$ cat config.mk
export PLATFORM = sky130hd
export DESIGN_NAME = scuc_top
export DESIGN_NICKNAME = d
export VERILOG_FILES = /design/src/scuc_pkg.sv /design/src/scuc_top.sv
export SDC_FILE = /design/constraint.sdc
export NUM_CORES = 2
export LEC_CHECK = 0
export BUFFER_PORTS_ARGS = -buffer_cell sky130_fd_sc_hd__buf_4
export CORE_ASPECT_RATIO = 0.6
export CORE_MARGIN = 4
export CORE_UTILIZATION = 25
export CTS_CLUSTER_SIZE = 24
export DETAILED_ROUTE_END_ITERATION = 16
export PLACE_DENSITY = 0.38
export SLEW_MARGIN = 30
export SYNTH_ARGS = -nofsm -noshare
export SYNTH_HDL_FRONTEND = slang
export SYNTH_SLANG_ARGS = --single-unit
export TNS_END_PERCENT = 100
$ cat constraint.sdc
create_clock -name sys_clk -period 8 [get_ports sys_clk]
set_clock_uncertainty 0.1 [all_clocks]
set_input_delay 0.4 -clock sys_clk [delete_from_list [all_inputs] [get_ports sys_clk]]
set_output_delay 0.4 -clock sys_clk [all_outputs]
set_load 0.1 [all_outputs]
$ cat src/scuc_pkg.sv
// constants for the sensor configuration and serial command block
package scuc_pkg;
  // clock and link timing
  localparam int CLK_HZ = 20_000_000;
  localparam int BAUD_SLOW = 2400;
  localparam int BAUD_FAST = 9600;
  localparam int BIT_SLOW_CYCLES = CLK_HZ / BAUD_SLOW;
  localparam int BIT_FAST_CYCLES = CLK_HZ / BAUD_FAST;
  localparam int FRAME_LAST_BIT = 9;
  // memory sizes
  localparam int CFG_DEPTH = 48;
  localparam int WM_DEPTH = 64;
  // command field and codes
  localparam logic [1:0] CMD_RD_WM = 2'h3;
  localparam logic [1:0] CMD_RD_CFG = 2'h2;
  localparam logic [1:0] CMD_WR_CFG = 2'h1;
  localparam logic [1:0] CMD_WR_WM = 2'h0;
  localparam logic [5:0] ADDR_RESET_CMD = 6'h3f;
  localparam logic [5:0] CFG_ADDR_LAST = 6'h2f;
  localparam logic [7:0] ACK_BYTE = 8'hbc;
  localparam logic [7:0] CHECKSUM_GOOD = 8'hff;
  // configuration byte addresses
  localparam logic [5:0] CFG_MODE = 6'h00;
  localparam logic [5:0] CFG_GAP = 6'h1a;
  localparam logic [5:0] CFG_ALM_LO_TRIG = 6'h1b;
  localparam logic [5:0] CFG_ALM_LO_OUT = 6'h1c;
  localparam logic [5:0] CFG_ALM_HI_TRIG = 6'h1d;
  localparam logic [5:0] CFG_ALM_HI_OUT = 6'h1e;
  localparam logic [5:0] CFG_SRC_CTRL = 6'h1f;
  localparam logic [5:0] CFG_LVL_1 = 6'h1c;
  localparam logic [5:0] CFG_LVL_2 = 6'h1d;
  localparam logic [5:0] CFG_LVL_3 = 6'h1e;
  localparam logic [5:0] CFG_FAULT_HI = 6'h28;
  localparam logic [5:0] CFG_FAULT_LO = 6'h29;
  localparam logic [5:0] CFG_CUR_HI = 6'h2a;
  localparam logic [5:0] CFG_CUR_LO = 6'h2b;
  // live working-memory locations, 10 bits left justified in 16
  localparam logic [5:0] WM_TEMP_HI = 6'h3a;
  localparam logic [5:0] WM_TEMP_LO = 6'h3b;
  localparam logic [5:0] WM_GAIN_HI = 6'h3c;
  localparam logic [5:0] WM_GAIN_LO = 6'h3d;
  // operating_mode_flags bit positions and reset value
  localparam int MODE_CHECKSUM = 7;
  localparam int MODE_DIGITAL = 6;
  localparam int MODE_ALARM = 5;
  localparam int MODE_LEVEL = 4;
  localparam int MODE_FAST = 3;
  localparam int MODE_VOLT = 2;
  localparam int MODE_EXT_TEMP = 1;
  localparam int MODE_CUR = 0;
  localparam logic [7:0] MODE_RESET = 8'h00;
  // source selector codes
  localparam logic [3:0] SRC_TEMP = 4'h2;
  localparam logic [3:0] SRC_INAMP = 4'h6;
  localparam logic [3:0] SRC_GAIN = 4'h0;
  localparam logic [3:0] SRC_VOUT = 4'h3;
  localparam logic [3:0] SRC_AUX1 = 4'h4;
  localparam logic [3:0] SRC_AUX2 = 4'h5;
  // command states, gray coded along the write path
  typedef enum logic [2:0] {
    ST_IDLE = 3'b000, ST_ECHO = 3'b001, ST_WAIT_DATA = 3'b011, ST_ACK1 = 3'b010,
    ST_ACK2 = 3'b110, ST_REPLY = 3'b111, ST_RST_MSG = 3'b101, ST_RST_WAIT = 3'b100
  } scuc_state_t;
endpackage

$ cat src/scuc_top.sv
// serial command interpreter and stored-setting decoder of the sensor conditioner
// Behaviour
// - upper gap nibble 15,14,12,10,8,6 gives fixed, one to five signal gaps
// - lower gap nibble 0,5,8,11 gives fixed, two, three, four temperature gaps
// - active alarm forces output to programmed level beyond a limit
// - alarm uses low trigger, low output, high trigger, high output, control
// - alarm bytes compare with upper eight bits of ten-bit measurement
// - control byte 31 upper nibble selects alarm source from six codes
// - level steering uses selector byte plus three eight-bit transition levels
// - level steering enabled disables alarm limiting
// - level steering accepts only temperature, input amp, gain, voltage codes
// - mode bit 7 enables checksum; failure drives output from bytes 40, 41
// - mode bit 6 picks analog or digital; host sets digital with both stages
// - mode bit 5: below low or above high trigger sets override level
// - mode bit 4 makes aux pins two-bit output, else analog inputs
// - mode bits 3,2,1 give fast baud, voltage stage, external sensor
// - mode bit 0 current stage; both stages digital give fixed current value
// - command byte: two-bit command, six-bit address
// - codes 11 read working, 10 read config, 01 write config, 00 write working
// - working addresses 0-63, config 0-47, config read 63 resets
// - working reads show live temperature and gain stage values
// - a read answers one byte holding the addressed value
// - write echoes command, takes data, confirms with two acknowledge bytes
// - reset command sends acknowledge byte just before resetting
// - frames are start 0, eight data bits, stop 1
`timescale 1ns/1ns
`default_nettype none
module scuc_top
  import scuc_pkg::*;
#(
  parameter int SLOW_BIT_CYCLES = BIT_SLOW_CYCLES,
  parameter int FAST_BIT_CYCLES = BIT_FAST_CYCLES
) (
  // clock and reset
  input wire logic sys_clk,
  input wire logic srst,
  // serial link
  input wire logic uart_rx_pin,
  output logic uart_tx_pin,
  // digitized measurements, same clock
  input wire logic [9:0] temperature_signal,
  input wire logic [9:0] input_amp_signal,
  input wire logic [9:0] gain_stage_signal,
  input wire logic [9:0] voltage_output_signal,
  input wire logic [9:0] aux_one_level,
  input wire logic [9:0] aux_two_level,
  input wire logic [9:0] conditioned_value,
  // conditioned output
  output logic [9:0] output_value,
  output logic digital_output_override,
  output logic checksum_fail,
  output logic soft_reset_pulse,
  // auxiliary pins
  output logic aux_pin_one_o,
  output logic aux_pin_one_oe,
  output logic aux_pin_two_o,
  output logic aux_pin_two_oe,
  // decoded settings
  output logic digital_mode,
  output logic voltage_stage_en,
  output logic current_stage_en,
  output logic current_fixed_active,
  output logic [9:0] current_fixed_value,
  output logic external_temp_sel,
  output logic fast_baud,
  output logic [2:0] signal_gap_count,
  output logic [2:0] temp_gap_count,
  output logic gap_code_valid
);

  // nibble to signal gaps, zero means fixed
  function automatic logic [3:0] sig_gaps(input logic [3:0] c);
    case (c)
      4'hf: sig_gaps = 4'h8;
      4'he: sig_gaps = 4'h9;
      4'hc: sig_gaps = 4'ha;
      4'ha: sig_gaps = 4'hb;
      4'h8: sig_gaps = 4'hc;
      4'h6: sig_gaps = 4'hd;
      default: sig_gaps = 4'h0;
    endcase
  endfunction

  // nibble to temperature ranges, one means fixed
  function automatic logic [3:0] tmp_gaps(input logic [3:0] c);
    case (c)
      4'h0: tmp_gaps = 4'h9;
      4'h5: tmp_gaps = 4'ha;
      4'h8: tmp_gaps = 4'hb;
      4'hb: tmp_gaps = 4'hc;
      default: tmp_gaps = 4'h0;
    endcase
  endfunction

  // source selector, bit 10 flags a usable code
  function automatic logic [10:0] pick_src(input logic [3:0] c, input logic allow_aux,
      input logic [9:0] t, input logic [9:0] ia, input logic [9:0] g, input logic [9:0] v,
      input logic [9:0] a1, input logic [9:0] a2);
    case (c)
      SRC_TEMP: pick_src = {1'b1, t};
      SRC_INAMP: pick_src = {1'b1, ia};
      SRC_GAIN: pick_src = {1'b1, g};
      SRC_VOUT: pick_src = {1'b1, v};
      SRC_AUX1: pick_src = {allow_aux, a1};
      SRC_AUX2: pick_src = {allow_aux, a2};
      default: pick_src = {1'b0, 10'h000};
    endcase
  endfunction

  logic soft_rst_reg, soft_rst_next;
  logic rst_all;
  assign rst_all = srst | soft_rst_reg;

  // settings shadow, loaded at the end of start-up
  logic [7:0] mode_reg, mode_next;
  logic [7:0] cfg_mem [CFG_DEPTH];
  logic [7:0] wm_mem [WM_DEPTH];
  logic [13:0] bit_cycles;
  assign bit_cycles = mode_reg[MODE_FAST] ? 14'(FAST_BIT_CYCLES - 1) : 14'(SLOW_BIT_CYCLES - 1);

  // receive synchroniser and framer
  logic rx_s1_reg, rx_s2_reg, rx_prev_reg;
  logic rx_busy_reg, rx_busy_next;
  logic [13:0] rx_cnt_reg, rx_cnt_next;
  logic [3:0] rx_bit_reg, rx_bit_next;
  logic [7:0] rx_data_reg, rx_data_next;
  logic rx_valid_reg, rx_valid_next;
  always_comb begin
    rx_busy_next = rx_busy_reg;
    rx_cnt_next = rx_cnt_reg;
    rx_bit_next = rx_bit_reg;
    rx_data_next = rx_data_reg;
    rx_valid_next = 1'b0;
    if (!rx_busy_reg) begin
      if (rx_prev_reg && !rx_s2_reg) begin
        rx_busy_next = 1'b1;
        rx_cnt_next = {1'b0, bit_cycles[13:1]};
        rx_bit_next = 4'h0;
      end
    end else if (rx_cnt_reg != 14'h0000) begin
      rx_cnt_next = rx_cnt_reg - 14'h0001;
    end else begin
      rx_cnt_next = bit_cycles;
      rx_bit_next = rx_bit_reg + 4'h1;
      if (rx_bit_reg == 4'h0) begin
        rx_busy_next = ~rx_s2_reg;
      end else if (rx_bit_reg == 4'(FRAME_LAST_BIT)) begin
        rx_busy_next = 1'b0;
        rx_valid_next = rx_s2_reg;
      end else begin
        rx_data_next = {rx_s2_reg, rx_data_reg[7:1]};
      end
    end
  end

  always_ff @(posedge sys_clk) begin
    rx_s1_reg <= srst ? 1'b1 : uart_rx_pin;
    rx_s2_reg <= srst ? 1'b1 : rx_s1_reg;
    if (rst_all) begin
      rx_prev_reg <= 1'b1;
      rx_busy_reg <= 1'b0;
      rx_cnt_reg <= 14'h0000;
      rx_bit_reg <= 4'h0;
      rx_data_reg <= 8'h00;
      rx_valid_reg <= 1'b0;
    end else begin
      rx_prev_reg <= rx_s2_reg;
      rx_busy_reg <= rx_busy_next;
      rx_cnt_reg <= rx_cnt_next;
      rx_bit_reg <= rx_bit_next;
      rx_data_reg <= rx_data_next;
      rx_valid_reg <= rx_valid_next;
    end
  end

  // transmit framer
  logic tx_start;
  logic [7:0] tx_byte;
  logic tx_busy_reg, tx_busy_next;
  logic [13:0] tx_cnt_reg, tx_cnt_next;
  logic [3:0] tx_bit_reg, tx_bit_next;
  logic [9:0] tx_shift_reg, tx_shift_next;
  always_comb begin
    tx_busy_next = tx_busy_reg;
    tx_cnt_next = tx_cnt_reg;
    tx_bit_next = tx_bit_reg;
    tx_shift_next = tx_shift_reg;
    if (!tx_busy_reg) begin
      if (tx_start) begin
        tx_busy_next = 1'b1;
        tx_cnt_next = bit_cycles;
        tx_bit_next = 4'h0;
        tx_shift_next = {1'b1, tx_byte, 1'b0};
      end
    end else if (tx_cnt_reg != 14'h0000) begin
      tx_cnt_next = tx_cnt_reg - 14'h0001;
    end else begin
      tx_cnt_next = bit_cycles;
      tx_bit_next = tx_bit_reg + 4'h1;
      tx_shift_next = {1'b1, tx_shift_reg[9:1]};
      tx_busy_next = (tx_bit_reg != 4'(FRAME_LAST_BIT));
    end
  end

  always_ff @(posedge sys_clk) begin
    if (rst_all) begin
      tx_busy_reg <= 1'b0;
      tx_cnt_reg <= 14'h0000;
      tx_bit_reg <= 4'h0;
      tx_shift_reg <= 10'h3ff;
    end else begin
      tx_busy_reg <= tx_busy_next;
      tx_cnt_reg <= tx_cnt_next;
      tx_bit_reg <= tx_bit_next;
      tx_shift_reg <= tx_shift_next;
    end
  end
  assign uart_tx_pin = tx_shift_reg[0];

  // start-up scan: checksum and shadow load
  logic init_busy_reg, init_busy_next;
  logic [5:0] init_idx_reg, init_idx_next;
  logic [7:0] sum_reg, sum_next;
  logic sum_bad_reg, sum_bad_next;
  always_comb begin
    init_busy_next = init_busy_reg;
    init_idx_next = init_idx_reg;
    sum_next = sum_reg;
    sum_bad_next = sum_bad_reg;
    mode_next = mode_reg;
    if (init_busy_reg) begin
      sum_next = sum_reg + cfg_mem[init_idx_reg];
      init_idx_next = init_idx_reg + 6'h01;
      if (init_idx_reg == CFG_ADDR_LAST) begin
        init_busy_next = 1'b0;
        mode_next = cfg_mem[CFG_MODE];
        sum_bad_next = cfg_mem[CFG_MODE][MODE_CHECKSUM] && (sum_next != CHECKSUM_GOOD);
      end
    end
  end

  always_ff @(posedge sys_clk) begin
    if (rst_all) begin
      init_busy_reg <= 1'b1;
      init_idx_reg <= 6'h00;
      sum_reg <= 8'h00;
      sum_bad_reg <= 1'b0;
      mode_reg <= MODE_RESET;
    end else begin
      init_busy_reg <= init_busy_next;
      init_idx_reg <= init_idx_next;
      sum_reg <= sum_next;
      sum_bad_reg <= sum_bad_next;
      mode_reg <= mode_next;
    end
  end

  // command interpreter
  scuc_state_t st_reg, st_next;
  logic [7:0] cmd_reg, cmd_next;
  logic [7:0] reply_reg, reply_next;
  logic cfg_we, wm_we;
  logic [7:0] rd_cfg, rd_wm;
  always_comb begin
    case (rx_data_reg[5:0])
      WM_TEMP_HI: rd_wm = temperature_signal[9:2];
      WM_TEMP_LO: rd_wm = {temperature_signal[1:0], 6'h00};
      WM_GAIN_HI: rd_wm = gain_stage_signal[9:2];
      WM_GAIN_LO: rd_wm = {gain_stage_signal[1:0], 6'h00};
      default: rd_wm = wm_mem[rx_data_reg[5:0]];
    endcase
    rd_cfg = (rx_data_reg[5:0] <= CFG_ADDR_LAST) ? cfg_mem[rx_data_reg[5:0]] : 8'h00;
  end

  always_comb begin
    st_next = st_reg;
    cmd_next = cmd_reg;
    reply_next = reply_reg;
    soft_rst_next = 1'b0;
    tx_start = 1'b0;
    tx_byte = ACK_BYTE;
    cfg_we = 1'b0;
    wm_we = 1'b0;
    case (st_reg)
      ST_IDLE: begin
        if (rx_valid_reg && !init_busy_reg) begin
          cmd_next = rx_data_reg;
          case (rx_data_reg[7:6])
            CMD_RD_WM: begin
              reply_next = rd_wm;
              st_next = ST_REPLY;
            end
            CMD_RD_CFG: begin
              reply_next = rd_cfg;
              if (rx_data_reg[5:0] == ADDR_RESET_CMD) begin
                st_next = ST_RST_MSG;
              end else if (rx_data_reg[5:0] <= CFG_ADDR_LAST) begin
                st_next = ST_REPLY;
              end
            end
            CMD_WR_CFG: begin
              if (rx_data_reg[5:0] <= CFG_ADDR_LAST) begin
                st_next = ST_ECHO;
              end
            end
            default: st_next = ST_ECHO;
          endcase
        end
      end
      ST_ECHO: begin
        tx_byte = cmd_reg;
        tx_start = !tx_busy_reg;
        if (!tx_busy_reg) begin
          st_next = ST_WAIT_DATA;
        end
      end
      ST_WAIT_DATA: begin
        if (rx_valid_reg) begin
          cfg_we = (cmd_reg[7:6] == CMD_WR_CFG);
          wm_we = (cmd_reg[7:6] == CMD_WR_WM);
          st_next = ST_ACK1;
        end
      end
      ST_ACK1: begin
        tx_start = !tx_busy_reg;
        if (!tx_busy_reg) begin
          st_next = ST_ACK2;
        end
      end
      ST_ACK2: begin
        tx_start = !tx_busy_reg;
        if (!tx_busy_reg) begin
          st_next = ST_IDLE;
        end
      end
      ST_REPLY: begin
        tx_byte = reply_reg;
        tx_start = !tx_busy_reg;
        if (!tx_busy_reg) begin
          st_next = ST_IDLE;
        end
      end
      ST_RST_MSG: begin
        tx_start = !tx_busy_reg;
        if (!tx_busy_reg) begin
          st_next = ST_RST_WAIT;
        end
      end
      ST_RST_WAIT: begin
        if (!tx_busy_reg) begin
          soft_rst_next = 1'b1;
          st_next = ST_IDLE;
        end
      end
      default: st_next = ST_IDLE;
    endcase
  end

  always_ff @(posedge sys_clk) begin
    soft_rst_reg <= srst ? 1'b0 : soft_rst_next;
    if (rst_all) begin
      st_reg <= ST_IDLE;
      cmd_reg <= 8'h00;
      reply_reg <= 8'h00;
    end else begin
      st_reg <= st_next;
      cmd_reg <= cmd_next;
      reply_reg <= reply_next;
    end
  end
  assign soft_reset_pulse = soft_rst_reg;

  // storage, kept across the reset command
  always_ff @(posedge sys_clk) begin
    if (srst) begin
      for (int i = 0; i < CFG_DEPTH; i++) begin
        cfg_mem[i] <= 8'h00;
      end
      for (int i = 0; i < WM_DEPTH; i++) begin
        wm_mem[i] <= 8'h00;
      end
    end else begin
      if (cfg_we) begin
        cfg_mem[cmd_reg[5:0]] <= rx_data_reg;
      end
      if (wm_we) begin
        wm_mem[cmd_reg[5:0]] <= rx_data_reg;
      end
    end
  end

  // setting decode and output limiting
  logic [3:0] sg, tg;
  logic [10:0] alm_src, lvl_src;
  logic alarm_on, alm_lo, alm_hi;
  logic [1:0] lvl_code;
  logic [9:0] out_next;
  logic ovr_next;
  always_comb begin
    sg = sig_gaps(cfg_mem[CFG_GAP][7:4]);
    tg = tmp_gaps(cfg_mem[CFG_GAP][3:0]);
    alm_src = pick_src(cfg_mem[CFG_SRC_CTRL][7:4], 1'b1, temperature_signal, input_amp_signal,
        gain_stage_signal, voltage_output_signal, aux_one_level, aux_two_level);
    lvl_src = pick_src(cfg_mem[CFG_SRC_CTRL][7:4], 1'b0, temperature_signal, input_amp_signal,
        gain_stage_signal, voltage_output_signal, aux_one_level, aux_two_level);
    alarm_on = mode_reg[MODE_ALARM] && !mode_reg[MODE_LEVEL] && alm_src[10];
    alm_lo = alm_src[9:2] < cfg_mem[CFG_ALM_LO_TRIG];
    alm_hi = alm_src[9:2] > cfg_mem[CFG_ALM_HI_TRIG];
    lvl_code = 2'(lvl_src[9:2] >= cfg_mem[CFG_LVL_1]) + 2'(lvl_src[9:2] >= cfg_mem[CFG_LVL_2]) +
        2'(lvl_src[9:2] >= cfg_mem[CFG_LVL_3]);
    out_next = conditioned_value;
    ovr_next = 1'b0;
    if (sum_bad_reg) begin
      out_next = {cfg_mem[CFG_FAULT_HI][1:0], cfg_mem[CFG_FAULT_LO]};
    end else if (alarm_on && alm_lo) begin
      out_next = {cfg_mem[CFG_ALM_LO_OUT], 2'b00};
      ovr_next = 1'b1;
    end else if (alarm_on && alm_hi) begin
      out_next = {cfg_mem[CFG_ALM_HI_OUT], 2'b00};
      ovr_next = 1'b1;
    end
  end

  always_ff @(posedge sys_clk) begin
    if (rst_all) begin
      output_value <= 10'h000;
      digital_output_override <= 1'b0;
      aux_pin_one_o <= 1'b0;
      aux_pin_two_o <= 1'b0;
      signal_gap_count <= 3'h0;
      temp_gap_count <= 3'h0;
      gap_code_valid <= 1'b0;
      current_fixed_value <= 10'h000;
    end else begin
      output_value <= out_next;
      digital_output_override <= ovr_next;
      aux_pin_one_o <= mode_reg[MODE_LEVEL] & lvl_src[10] & lvl_code[0];
      aux_pin_two_o <= mode_reg[MODE_LEVEL] & lvl_src[10] & lvl_code[1];
      signal_gap_count <= sg[2:0];
      temp_gap_count <= tg[2:0];
      gap_code_valid <= sg[3] & tg[3];
      current_fixed_value <= {cfg_mem[CFG_CUR_HI][1:0], cfg_mem[CFG_CUR_LO]};
    end
  end

  // mode flags straight from the loaded shadow, checksum flag from the start-up scan
  assign aux_pin_one_oe = mode_reg[MODE_LEVEL];
  assign aux_pin_two_oe = mode_reg[MODE_LEVEL];
  assign digital_mode = mode_reg[MODE_DIGITAL];
  assign fast_baud = mode_reg[MODE_FAST];
  assign voltage_stage_en = mode_reg[MODE_VOLT];
  assign external_temp_sel = mode_reg[MODE_EXT_TEMP];
  assign current_stage_en = mode_reg[MODE_CUR];
  assign current_fixed_active = mode_reg[MODE_CUR] & mode_reg[MODE_VOLT] & mode_reg[MODE_DIGITAL];
  assign checksum_fail = sum_bad_reg;

endmodule
`default_nettype wire

==> flow_summary.yaml <==
outcome:
  run_status: "finished, final reports clean"
floorplan:
  ios: 114
  die_height_um: 382
  die_w_um: 631
  start_util: 0.253
  rows: 136
  core_mm2: 0.230
  die-area_mm2: 0.241
worst_setup_path:
  slowest_stage: "dfxtp_4"
  slowest_delay_ps: 840
  path_cells: "buf_4, mux4_2, mux4_2, mux4_2, ha_1, nor2b_1, o21ai_0, nand2b_1, a21o_1, a21oi_1, xnor2_1, nand4_1, a41o_1"
  worst-r2r-cell-count: 13
  critPathKind: "flip-flop to flip-flop"
  startpoint_type: "flip-flop"
  worst-path-buf-inv: 1
  critical_path.max_fanout: 33
  r2r_slack_ps: 2510
  crit_path_end_kind: "flip-flop"
  critPathMostFrequentCell: "mux4_2"
  r2r_end: "checksum_fail$_SDFFE_PP0P_"
  critPathRequiredTime_ps: 8550
  cpLargestDelayFamily: "multiplexers"
  arrival_ps: 6040
global_route:
  grt_pass1_wl_um: 298000
  grt_use_total: 0.175
  grt_pass1_vias: 34745
  grt_start_max_net_pins: 105
  gr-total-overflow: 0
  antenna_found_initial: 34
synthesis:
  synth_common_cells: "1024 x edfxtp_1, 915 x and2_1, 442 x mux4_2"
  postSynth.asyncResetShare: 0
  syn_area_per_cell_um2: 14.3
  synth_edf_count: 1024
  synth_ff_type: "edfxtp_1"
  yosysSeqAreaShare: 0.577
  synth_area_mm2: 0.0583
  syn-instance-count: 4069
  ys_warn_count: 0
  synth_seq_cells: 1168
  yosysTopAreaCellShare: 0.528
  synth_fp_nets: 4186
  synth_cell_types: 85
  synth.most_common_cell: "edfxtp_1"
  synth.area.top_cells: "edfxtp_1 53%, mux4_2 17%, and2_1 9.8%"
  yosysTopAreaCell: "edfxtp_1"
clock_network:
  clock-root-buffer: "clkbuf_16"
  ctsLongestPathBuffers: 3
  cts_buffers: 119
  clk_pin_slew_worst_paths_ps: 70
  cts.sinks: 1168
  cts_tree: "yes"
  ctsResizeCount: 0
  htree_levels: 3
  cts_setup_buffers: 0
  clk_latency_ps: 760
detailed_routing:
  route.detailed.drc: 0
  postRouteAntennaNets: 0
  vias: 35555
  drt_iter0_markers: 4258
  firstDrtPassIters: 6
  wl_per_cell_um: 29.4
  wl_um: 215000
  vias_per_cell: 4.86
timing:
  hold_viol: 0
  fin_crit_ps: 5490
  drv_slew: 0
  rsz0062_at_grt: "no"
  worst_slack_ps: 2510
  relSlewSlack: 0.177
  min_period_over_period: 0.687
  setup_violations: 0
  fmax_mhz: 182
  setup_tns_ps: 0
  tightest_slew_ps: 1200
hold_path:
  hold_end: "rx_s2_reg$_SDFF_PP1_"
  hp-start: "rx_s1_reg$_SDFF_PP1_"
  whs_path_depth: 1
  hold_class: "flip-flop to flip-flop"
place:
  port_buffers: 105
  hpwl_um: 148000
  place_ws_ps: 2490
  gp_congestion: 0.851
power:
  p_per_area_mw_per_mm2: 205
  power.leakage_nw: 22.5
  peakVddDrop_mv: 0.163
cells_and_area:
  layout-drive-gt1-share: 0.238
  fill_cells: 23170
  reg_top3: "cfg_mem x512, wm_mem x512"
  nNetsFinal: 4223
  synthToLayoutAreaGrowth_pct: 14.2
flow_run:
  max_cap_violations: 0
==> worst max-delay path by stage <==
stage                     cells after the start                         end  slack [ps]
after floorplan                              17  checksum_fail$_SDFFE_PP0P_        3870
after global placement                       12  checksum_fail$_SDFFE_PP0P_        2480
after detailed placement                     13  checksum_fail$_SDFFE_PP0P_        2490
after CTS                                    13  checksum_fail$_SDFFE_PP0P_        2490
after global routing                         13  checksum_fail$_SDFFE_PP0P_        2190
final                                        13  checksum_fail$_SDFFE_PP0P_        2510
==> cell type report <==
type / count / area (µm²) / share of cell area
multi-input cells: 2547 / 23100 / 0.348
diodes: 12 / 30.0 / 0.000451
repair buffers: 221 / 1790 / 0.0269
inverters: 49 / 185 / 0.00278
well taps: 3105 / 3880 / 0.0583
flip-flops and latches: 1168 / 33700 / 0.506
clock inverters: 71 / 706 / 0.0106
clock buffers: 150 / 3160 / 0.0474
==> where the power goes <==
group          total [mW]  switching [mW]  leakage (nW)  internal [mW]
combinational       0.973           0.583          9.03          0.390
sequential           6.90           0.128          11.6           6.77
clock                5.80            2.62          1.89           3.18
==> worst register-to-register path, cell delays in order, from the launching register on <==
cell      delay (ps)
dfxtp_4          840
buf_4            730
mux4_2           700
mux4_2           580
mux4_2           500
ha_1             320
nor2b_1          140
o21ai_0          150
nand2b_1         110
a21o_1           190
a21oi_1          170
xnor2_1          170
nand4_1          360
a41o_1           360
==> metrics by stage <==
stage	power, mW	cell area (µm²)	instances	hold slack, ps	utilization
final	13.7	66600	7323	318	0.289
after global routing	14.2	66600	7314	280	0.289
after CTS	13.8	66500	7311	254	0.289
after detailed placement	7.99	62600	7079	303	0.272
after global placement	8.00	62500	7077	300	0.271
after floorplan	7.60	58300	4069	289	-
==> cell families (layout without fill, tap and decap cells) <==
| group | after synthesis | after routing | share of synthesized area |
|---|---|---|---|
| AND/OR/NAND/NOR | 1595 | 1595 | 0.155 |
| flip-flops | 1168 | 1168 | 0.577 |
| multiplexers | 551 | 551 | 0.190 |
| buffers and inverters | 354 | 491 | 0.0269 |
| AO/OA/AOI/OAI | 342 | 342 | 0.0387 |
| adder cells (fa/ha/maj) | 44 | 44 | 0.00970 |
| XOR/XNOR | 15 | 15 | 0.00249 |
| other | 0 | 12 | 0 |
==> per-layer routing <==
layer,part of all wire,global-route usage,wire length (µm),vias to the layer above
li1,-,-,-,15440
met1,0.53,0.289,113000,18796
met2,0.37,0.217,80000,1134
met3,0.086,0.0536,18400,181
met4,0.016,0.0296,3370,4
met5,0.0010,0.00615,223,-
==> cells in the final DEF, fill, tap and decap left out, types with 15 or more instances in the layout <==
cell type and n:
edfxtp_1 1024, and2_1 915, mux4_2 442, nor2_1 262
buf_4 201, dfxtp_1 127, clkbuf_16 121, or2_2 117
nand2_1 104, mux2i_1 100, o21ai_0 82, a21oi_1 78
inv_1 48, nor3_1 46, ha_1 42, nor2b_1 29
clkbuf_1 27, clkinv_2 24, clkinv_1 23, nand2b_1 17
a211oi_1 17, nand3_1 17, a31oi_1 17, a22oi_1 17
o22ai_1 17, o221ai_1 15
==> timing repair <==
item,4_1_cts,5_1_grt
setup endpoints to repair,0,0
hold buffers,11,0
hold endpoints to repair,11,0
Power figures use the tool's default switching activity.
